**config.mk**
```make
export PLATFORM = sky130hd
export DESIGN_NAME = spi_control_status_bank_upper
export DESIGN_NICKNAME = d
export VERILOG_FILES = /design/src/hw/door_drv_pkg.sv /design/src/hw/spi_control_status_bank_upper.sv
export SDC_FILE = /design/constraint.sdc
export NUM_CORES = 1
export LEC_CHECK = 0
export BUFFER_PORTS_ARGS = -buffer_cell sky130_fd_sc_hd__clkbuf_2
export CAP_MARGIN = 40
export CORE_UTILIZATION = 61
export CTS_CLUSTER_DIAMETER = 60
export DETAILED_ROUTE_END_ITERATION = 6
export PLACE_DENSITY_LB_ADDON = 0.05
export SYNTH_ARGS = -nofsm -noshare
export SYNTH_HDL_FRONTEND = slang
export SYNTH_SLANG_ARGS = --single-unit
export TNS_END_PERCENT = 20
```
**constraint.sdc**
```tcl
create_clock -name ref_clk -period 2.7 [get_ports ref_clk]
set_input_delay 0.27 -clock ref_clk [delete_from_list [all_inputs] [get_ports ref_clk]]
set_output_delay 0.27 -clock ref_clk [all_outputs]
set_load 0.05 [all_outputs]
```
**src/hw/door_drv_pkg.sv**
```systemverilog
// Shared constants and carrier types of the serial control and status bank
package door_drv_pkg;

   // ----------------------------------------------------------------
   // Frame geometry
   // ----------------------------------------------------------------
   localparam int FRAME_BITS = 24;            // Bits in one valid frame
   localparam logic [4:0] FRAME_BITS_C = 5'h18;
   localparam logic [4:0] COUNT_MAX = 5'h1F;  // Counter saturates here
   localparam int SEL_BIT = 0;                // Picks register 0 or 1

   // ----------------------------------------------------------------
   // Control register field positions
   // ----------------------------------------------------------------
   localparam int CTL_ENABLE = 23;            // Active when one
   localparam int CTL_RESET = 22;             // Clears fault and warning flags at frame end
   localparam int CTL_DUTY = 21;              // Retry duty select
   localparam int CTL_REC_DIS = 20;           // Supply recovery disable
   localparam int CTL_MON_HI = 19;            // Monitor select, high bit
   localparam int CTL_MON_LO = 18;            // Monitor select, low bit

   // ----------------------------------------------------------------
   // Status register field positions
   // ----------------------------------------------------------------
   localparam int ST_ALWAYS1 = 23;
   localparam int ST_OVER = 22;
   localparam int ST_UNDER = 21;
   localparam int ST_THERMAL = 20;
   localparam int ST_WARN = 19;
   localparam int ST_NRDY = 18;
   localparam int ST_NOERR = 0;

   // ----------------------------------------------------------------
   // Reset values and monitor codes
   // ----------------------------------------------------------------
   localparam logic [1:0] MON_RESET = 2'h0;
   localparam logic [1:0] MON_HS6 = 2'h0;     // {bit19,bit18} = 00
   localparam logic [1:0] MON_B1 = 2'h2;      // 10
   localparam logic [1:0] MON_HS4 = 2'h1;     // 01
   localparam logic [1:0] MON_HS5 = 2'h3;     // 11

   // ----------------------------------------------------------------
   // Timing
   // ----------------------------------------------------------------
   localparam int CLK_HZ = 40_000_000;        // ref_clk rate
   localparam int RETRY_FREQ_HZ = 1500;       // Retry pulse rate
   localparam int RETRY_PERIOD_CYC = CLK_HZ / RETRY_FREQ_HZ;
   localparam int DUTY_LOW_PCT = 12;          // Duty with select zero
   localparam int DUTY_HIGH_PCT = 25;         // Duty with select one
   localparam int STARTUP_TIME_US = 100;      // Charge pump settle time
   localparam int STARTUP_CYC = (STARTUP_TIME_US * (CLK_HZ / 1_000_000));

   // ----------------------------------------------------------------
   // Carrier types
   // ----------------------------------------------------------------
   typedef enum logic [1:0] {
      LINK_IDLE = 2'b01,
      LINK_FRAME = 2'b10
   } link_e;

   // Fault levels reported by the analog monitors
   typedef struct packed {
      logic over_voltage;
      logic under_voltage;
      logic thermal_shutdown;
      logic temp_warning;
   } fault_in_s;

   // Serial pins as seen by the device
   typedef struct packed {
      logic sclk;
      logic chip_select_low;
      logic serial_in;
   } spi_pins_s;

   // Current monitor routing, one-hot
   typedef struct packed {
      logic high_side_six;
      logic bridge_one_output;
      logic high_side_four;
      logic high_side_five;
   } mon_route_s;

endpackage

```
**src/hw/spi_control_status_bank_upper.sv**
```systemverilog
// Serial control register 0 upper fields and status register 0 of the driver
//
// Functional notes
// - Enable bit zero gives standby, one active.
// - Reset bit clears the fault and warning flags at frame end, not the not-ready flag.
// - Overcurrent retry pulses with duty from bit 21.
// - Status bit 23 always reads one.
// - Supply over/undervoltage sets flag in active mode, outputs off.
// - Supply recovery automatic unless bit 20 set.
// - Thermal shutdown sets bit 20 in active mode, outputs off.
// - Temperature warning sticks until master clears it.
// - Standby to active sets not-ready, starts timer.
// - Not-ready clears itself when timer expires.
// - Monitor select routes one of four outputs.
`timescale 1ns/1ps

module spi_control_status_bank_upper #(
   parameter int RETRY_PERIOD = door_drv_pkg::RETRY_PERIOD_CYC,
   parameter int STARTUP = door_drv_pkg::STARTUP_CYC
)(
   // Clock and reset
   input wire logic ref_clk,
   input wire logic reset,
   // Serial pins
   input wire door_drv_pkg::spi_pins_s spi_pins,
   output logic serial_out,
   output logic serial_out_en,
   // Analog fault levels and overcurrent retry request
   input wire door_drv_pkg::fault_in_s fault_in,
   input wire logic overcurrent,
   input wire logic retry_enable,
   // Device state
   output logic active_mode,
   output logic outputs_allowed,
   output logic retry_on,
   output door_drv_pkg::mon_route_s mon_route
);

   // ----------------------------------------------------------------
   // State
   // ----------------------------------------------------------------
   typedef struct packed {
      logic [2:0] sclk_sync;            // Pin synchronisers, [0] first
      logic [2:0] sel_sync;
      logic [2:0] din_sync;
      logic sclk_f;                     // Filtered pin levels
      logic sel_f;
      door_drv_pkg::link_e link;
      logic [23:0] in_sr;               // Incoming bits, LSB first
      logic [23:0] out_sr;              // Outgoing status bits
      logic [4:0] bit_cnt;              // Rising edges in this frame
      logic enable;
      logic duty_high;
      logic rec_dis;
      logic [1:0] mon_sel;
      logic over_flag;
      logic under_flag;
      logic thermal_shutdown_flag;
      logic temperature_warning_flag;
      logic nrdy_flag;
      logic [31:0] start_cnt;           // Charge pump settle timer
      logic [31:0] retry_cnt;           // Retry period counter
      logic dout;
      logic dout_en;
      logic allowed;
      logic retry;
      door_drv_pkg::mon_route_s route;
   } state_s;

   state_s st_r;
   state_s st_nxt;

   // ----------------------------------------------------------------
   // Monitor select decode
   // ----------------------------------------------------------------
   function automatic door_drv_pkg::mon_route_s route_of(input logic [1:0] sel);
      door_drv_pkg::mon_route_s r;
      r = '0;
      unique case (sel)
         door_drv_pkg::MON_HS6: r.high_side_six = 1'b1;
         door_drv_pkg::MON_B1: r.bridge_one_output = 1'b1;
         door_drv_pkg::MON_HS4: r.high_side_four = 1'b1;
         door_drv_pkg::MON_HS5: r.high_side_five = 1'b1;
      endcase
      return r;
   endfunction

   // ----------------------------------------------------------------
   // Status word as read back; lower driver bits live elsewhere
   // ----------------------------------------------------------------
   logic [23:0] status_word;

   always_comb
   begin
      status_word = '0;
      status_word[door_drv_pkg::ST_ALWAYS1] = 1'b1;
      status_word[door_drv_pkg::ST_OVER] = st_r.over_flag;
      status_word[door_drv_pkg::ST_UNDER] = st_r.under_flag;
      status_word[door_drv_pkg::ST_THERMAL] = st_r.thermal_shutdown_flag;
      status_word[door_drv_pkg::ST_WARN] = st_r.temperature_warning_flag;
      status_word[door_drv_pkg::ST_NRDY] = st_r.nrdy_flag;
      // No-error bit is the NOR of bits 1 to 22
      status_word[door_drv_pkg::ST_NOERR] = ~(|status_word[22:1]);
   end

   // ----------------------------------------------------------------
   // Next state
   // ----------------------------------------------------------------
   always_comb
   begin
      logic sclk_rise;
      logic sclk_fall;
      logic sel_fall;
      logic sel_rise;
      logic good_frame;
      logic clear_all;
      logic supply_block;
      logic [31:0] on_cyc;
      // An edge is the agreeing stages leaving the filtered level
      sclk_rise = st_r.sclk_sync[1] & st_r.sclk_sync[2] & ~st_r.sclk_f;
      sclk_fall = ~st_r.sclk_sync[1] & ~st_r.sclk_sync[2] & st_r.sclk_f;
      sel_fall = ~st_r.sel_sync[1] & ~st_r.sel_sync[2] & st_r.sel_f;
      sel_rise = st_r.sel_sync[1] & st_r.sel_sync[2] & ~st_r.sel_f;
      good_frame = 1'b0;
      clear_all = 1'b0;
      supply_block = 1'b0;
      // Retry on-time follows the duty select
      on_cyc = st_r.duty_high ? 32'((RETRY_PERIOD * door_drv_pkg::DUTY_HIGH_PCT) / 100) :
                                32'((RETRY_PERIOD * door_drv_pkg::DUTY_LOW_PCT) / 100);
      st_nxt = st_r;

      // Three-stage pin synchronisers
      st_nxt.sclk_sync = {st_r.sclk_sync[1:0], spi_pins.sclk};
      st_nxt.sel_sync = {st_r.sel_sync[1:0], spi_pins.chip_select_low};
      st_nxt.din_sync = {st_r.din_sync[1:0], spi_pins.serial_in};

      // A level counts once the second and third stages agree
      if (st_r.sclk_sync[1] == st_r.sclk_sync[2])
         st_nxt.sclk_f = st_r.sclk_sync[2];
      if (st_r.sel_sync[1] == st_r.sel_sync[2])
         st_nxt.sel_f = st_r.sel_sync[2];

      // Frame handling
      unique case (st_r.link)
         door_drv_pkg::LINK_IDLE:
         begin
            st_nxt.dout_en = 1'b0;
            if (sel_fall)
            begin
               // Before any clock the pin shows the no-error bit
               st_nxt.link = door_drv_pkg::LINK_FRAME;
               st_nxt.bit_cnt = '0;
               st_nxt.dout_en = 1'b1;
               st_nxt.dout = status_word[door_drv_pkg::ST_NOERR];
            end
         end
         door_drv_pkg::LINK_FRAME:
         begin
            if (sel_rise)
            begin
               st_nxt.link = door_drv_pkg::LINK_IDLE;
               st_nxt.dout_en = 1'b0;
               good_frame = (st_r.bit_cnt == door_drv_pkg::FRAME_BITS_C) &&
                            !st_r.in_sr[door_drv_pkg::SEL_BIT];
            end
            else
            begin
               if (sclk_rise)
               begin
                  st_nxt.in_sr = {st_r.din_sync[2], st_r.in_sr[23:1]};
                  if (st_r.bit_cnt != door_drv_pkg::COUNT_MAX)
                     st_nxt.bit_cnt = st_r.bit_cnt + 5'h01;
                  // First rising edge captures the status snapshot
                  if (st_r.bit_cnt == '0)
                     st_nxt.out_sr = {1'b0, status_word[23:1]};
               end
               if (sclk_fall)
               begin
                  st_nxt.dout = st_r.out_sr[0];
                  st_nxt.out_sr = {1'b0, st_r.out_sr[23:1]};
               end
            end
         end
         default:
            st_nxt.link = door_drv_pkg::LINK_IDLE;
      endcase

      // Register write only for a frame of exactly 24 bits
      if (good_frame)
      begin
         st_nxt.enable = st_r.in_sr[door_drv_pkg::CTL_ENABLE];
         st_nxt.duty_high = st_r.in_sr[door_drv_pkg::CTL_DUTY];
         st_nxt.rec_dis = st_r.in_sr[door_drv_pkg::CTL_REC_DIS];
         st_nxt.mon_sel = st_r.in_sr[door_drv_pkg::CTL_MON_HI:door_drv_pkg::CTL_MON_LO];
         clear_all = st_r.in_sr[door_drv_pkg::CTL_RESET];
         // Entering standby also wipes the status
         if (!st_r.in_sr[door_drv_pkg::CTL_ENABLE])
            clear_all = 1'b1;
         if (st_r.in_sr[door_drv_pkg::CTL_ENABLE] && !st_r.enable)
         begin
            st_nxt.nrdy_flag = 1'b1;
            st_nxt.start_cnt = 32'(STARTUP);
         end
      end

      // Clearing first so that a simultaneous event still sets its flag
      if (clear_all)
      begin
         st_nxt.over_flag = 1'b0;
         st_nxt.under_flag = 1'b0;
         st_nxt.thermal_shutdown_flag = 1'b0;
         st_nxt.temperature_warning_flag = 1'b0;
      end
      // Faults are only reported in active mode
      if (st_nxt.enable)
      begin
         if (fault_in.over_voltage)
            st_nxt.over_flag = 1'b1;
         if (fault_in.under_voltage)
            st_nxt.under_flag = 1'b1;
         if (fault_in.thermal_shutdown)
            st_nxt.thermal_shutdown_flag = 1'b1;
         if (fault_in.temp_warning)
            st_nxt.temperature_warning_flag = 1'b1;
      end

      // Start-up timer; standby drops the flag with the rest of the status
      if (!st_nxt.enable)
      begin
         st_nxt.nrdy_flag = 1'b0;
         st_nxt.start_cnt = '0;
      end
      else if (st_r.nrdy_flag && !(good_frame && !st_r.enable))
      begin
         if (st_r.start_cnt <= 32'h0000_0001)
         begin
            st_nxt.nrdy_flag = 1'b0;
            st_nxt.start_cnt = '0;
         end
         else
            st_nxt.start_cnt = st_r.start_cnt - 32'h0000_0001;
      end

      // Supply faults block while present, and latch when recovery is disabled
      supply_block = fault_in.over_voltage | fault_in.under_voltage;
      if (st_r.rec_dis && (st_r.over_flag || st_r.under_flag))
         supply_block = 1'b1;
      st_nxt.allowed = st_r.enable & ~st_r.nrdy_flag & ~st_r.thermal_shutdown_flag &
                       ~fault_in.thermal_shutdown & ~supply_block;

      // Retry pulse train while the driver is overloaded
      if (overcurrent && retry_enable && st_r.allowed)
      begin
         if (st_r.retry_cnt >= 32'(RETRY_PERIOD - 1))
            st_nxt.retry_cnt = '0;
         else
            st_nxt.retry_cnt = st_r.retry_cnt + 32'h0000_0001;
         st_nxt.retry = (st_r.retry_cnt < on_cyc);
      end
      else
      begin
         st_nxt.retry_cnt = '0;
         st_nxt.retry = 1'b0;
      end

      st_nxt.route = route_of(st_r.mon_sel);
   end

   // ----------------------------------------------------------------
   // State register
   // ----------------------------------------------------------------
   always_ff @(posedge ref_clk)
   begin
      if (reset)
      begin
         // Power-on leaves the device in standby with chip select idle high
         st_r <= '0;
         st_r.sel_sync <= 3'h7;
         st_r.sel_f <= 1'b1;
         st_r.link <= door_drv_pkg::LINK_IDLE;
         st_r.mon_sel <= door_drv_pkg::MON_RESET;
      end
      else
         st_r <= st_nxt;
   end

   // Outputs straight from the state register
   assign serial_out = st_r.dout;
   assign serial_out_en = st_r.dout_en;
   assign active_mode = st_r.enable;
   assign outputs_allowed = st_r.allowed;
   assign retry_on = st_r.retry;
   assign mon_route = st_r.route;

endmodule

```
==> run metrics <==
post-synth top area share=48.6%; syn avg cell area=8.81 um^2; IO Count=20; Clock H-tree levels=4; TritonCTS Sinks=147; Slew @ Worst Pin=0.695 ns; Relative slew margins=53.4%; leakage=2.66 nW; critical path data arrival time=2.86 ns; vias=4,982; clk slew on worst S/H paths=~0.060 ns; Critical Path Sink Type=flop; Synth area leaders=dfxtp_1, nand2_1, a21oi_1, nor2_1, ha_1; chip width=102 um; clock latency on the worst-skew pair=0.52 ns; most frequent cells in the layout=dfxtp_1, nand2_1, nor2_1, a21oi_1; Post-synth EDFFs=0; Final HPWL DP=8480 um; CTS buffer count=17; Mapped Cells=687; R2R setup slack=0.23 ns; all-layer global routing usage=a little over a quarter; hold wc startpoint=retry_enable; kind of critical path=flop to flop; Worst setup SP type=flop; first-pass GRT wire length=between 20,000 and 25,000 um; TritonRoute pass-1 iters=5; fillers=716; PnR Total Power=around 4.3 mW; final worst slack=roughly 0.23 ns; die footprint=10,300 um^2; WHS Path Cells=4; Reg2Reg Depth=8; Setup Skew=0.00662 ns; largest family of logic cells by synthesized area=simple AND/OR/NAND/NOR gates; post-synth cell types=58; cell area after synthesis=6050 um^2; Compound-Gate Fraction of Synth Area=14.7%; Adder-Cell Fraction of Synth Area=around 3.9%; Iter 0 DRT Violations=224; Synthesis Warnings=0; Routed WL=12,300 um; # setup viols final=0; initial antenna violation count=0; max-cap violation count=0; Initial Utilization=between 60% and 70%; Highest Clock Rate=405 MHz; RR Startpoint=st_r[56]; unrepaired setup endpoints after global routing=false; port buffer count=19; DRC violations left=0; Crit path required time=3.09 ns; antenna viol nets, final=0; clk root buf=clkbuf_8; Crit Path Max Fanout=10; nets@finish=768; Core Footprint=around 9400 um^2; final hold viol count=0; Post-Synth Simple-Gate Area=25.6%; Overflow after GRT=0; flops & latches, synth=147; final worst-path cycle share=approximately 90%; ant diodes=0; ys flop type=dfxtp_1; vias in the first global route=4,713; layout cell share with drive strength beyond 1=between 10% and 20%; Routed WL per cell=around 14 um; Synth Area in XOR/XNOR=2.17%; post-CTS setup buffer count=0; status=completed; crit path time final=2.47 ns; most common cell after layout, fill and taps aside=dfxtp_1; total negative slack=0 ns; r2r endpoint=st_r[59]; post-synthesis mux area share=under 10%; Slew Viols, Final=0; CTS tree=yes; Setup WS pre-CTS=0.0676 ns; placer congestion estimate=0.861; synth-to-layout area growth=15.5%; post-synthesis async set-or-reset flop share=0%; # rows=35; CTS Buffer Depth=2; Pwr per Cell Area=614 nW/um^2; Worst Hold Class=input port to flop; post-synthesis sequential area ratio=slightly below 50%; maximum number of pins on one net before global-route repair=53; VDD IR max=approximately 0.00051 V; Hold Path Sink=retry_on; top cell type by total area after synthesis=dfxtp_1; chip height=102 um; via/cell ratio=5.66
## routing by layer
metal | share of wire (%) | GRT usage [%] | vias to the layer above
met5 | 0 | 0 | -
met3 | 3.1 | 7.32 | 15
met2 | 50 | 44.3 | 76
li1 | - | - | 2529
met4 | 1.6 | 9.36 | 0
met1 | 46 | 31.6 | 2362
## cell type report
type | count | area [um^2] | area share (%)
flip-flops and latches | 147 | 2940 | 42.1
clock buffers | 20 | 435 | 6.23
repair buffers | 46 | 319 | 4.56
clock inverters | 12 | 83.8 | 1.20
multi-input cells | 505 | 2970 | 42.5
well taps | 129 | 161 | 2.31
inverters | 21 | 78.8 | 1.13
## worst max-delay path by stage
stage | to | cells after the start | startpoint | slack, ns
2_1_floorplan | st_r[56] | 10 | st_r[144] | 0.39
4_1_cts | st_r[58] | 9 | st_r[82] | 0.01
3_5_place_dp | st_r[50] | 7 | st_r[40] | 0.07
3_3_place_gp | st_r[62] | 8 | st_r[40] | 0.21
5_1_grt | st_r[59] | 8 | st_r[56] | 0.07
6_report | st_r[59] | 8 | st_r[56] | 0.23
## cell families (layout without fill, tap and decap cells)
logic type / after synthesis / count (layout)
fa+ha+maj: 19 / 19
flops: 147 / 147
mux: 8 / 8
xor+xnor: 15 / 15
simple gates: 305 / 305
other cells: 1 / 17
buf+inv: 51 / 99
compound gates: 141 / 141
## synthesized netlist by cell type (all sizes together), types with 2 or more instances
| cell type | count |
|---|---|
| dfxtp | 147 |
| nand2 | 88 |
| nor2 | 72 |
| a21oi | 54 |
| nor3 | 22 |
| a31oi | 20 |
| inv | 20 |
| ha | 19 |
| clkbuf | 18 |
| nor4 | 18 |
| a22oi | 17 |
| o21ai | 17 |
| nand3 | 16 |
| or3 | 16 |
| nand2b | 14 |
| buf | 12 |
| nor2b | 12 |
| xor2 | 9 |
| a22o | 8 |
| and3 | 8 |
| mux2i | 8 |
| nand4 | 8 |
| or4 | 7 |
| a311oi | 6 |
| nand3b | 6 |
| o211ai | 6 |
| or2 | 6 |
| xnor2 | 6 |
| nor3b | 3 |
| a31o | 2 |
| and4b | 2 |
| nor4b | 2 |
| o21a | 2 |
## timing repair
action | CTS | global route
hold buffers | 7 | 0
setup endpoints to repair | 0 | 8
resized for setup | 0 | 3
hold endpoints to repair | 7 | 0
## worst max-delay path: stages (launching register included)
cell and delay [ns]:
dfxtp_1 0.36, nor4_1 0.62, nand4_1 0.27, nor4_4 0.31
buf_4 0.19, nor3_2 0.11, buf_6 0.18, a41oi_1 0.22
a31oi_1 0.06
## flip-flops by register name, indices dropped and copies added (netlist names)
name	cells
retry_on	1
st_r	132
outputs_allowed	1
serial_out_en	1
mon_route	4
active_mode	1
serial_out	1
st_nxt	6
## power by group
part / switching [mW] / internal [mW] / total, mW
clock network: 0.888 / 1.15 / 2.04
registers: 0.00744 / 2.19 / 2.20
logic: 0.0385 / 0.0232 / 0.0617
total: 0.934 / 3.36 / 4.30
## per-stage QoR
stage               hold slack (ns)  std cells  util (%)  area (um^2)
global route                  0.172        880      74.3         6990
finish                        0.180        880      74.3         6990
global placement              0.400        839      67.7         6370
floorplan                     0.374        703         -         6110
detailed placement            0.400        841      67.9         6390
CTS                           0.169        880      74.1         6980
Power figures use the tool's default switching activity.
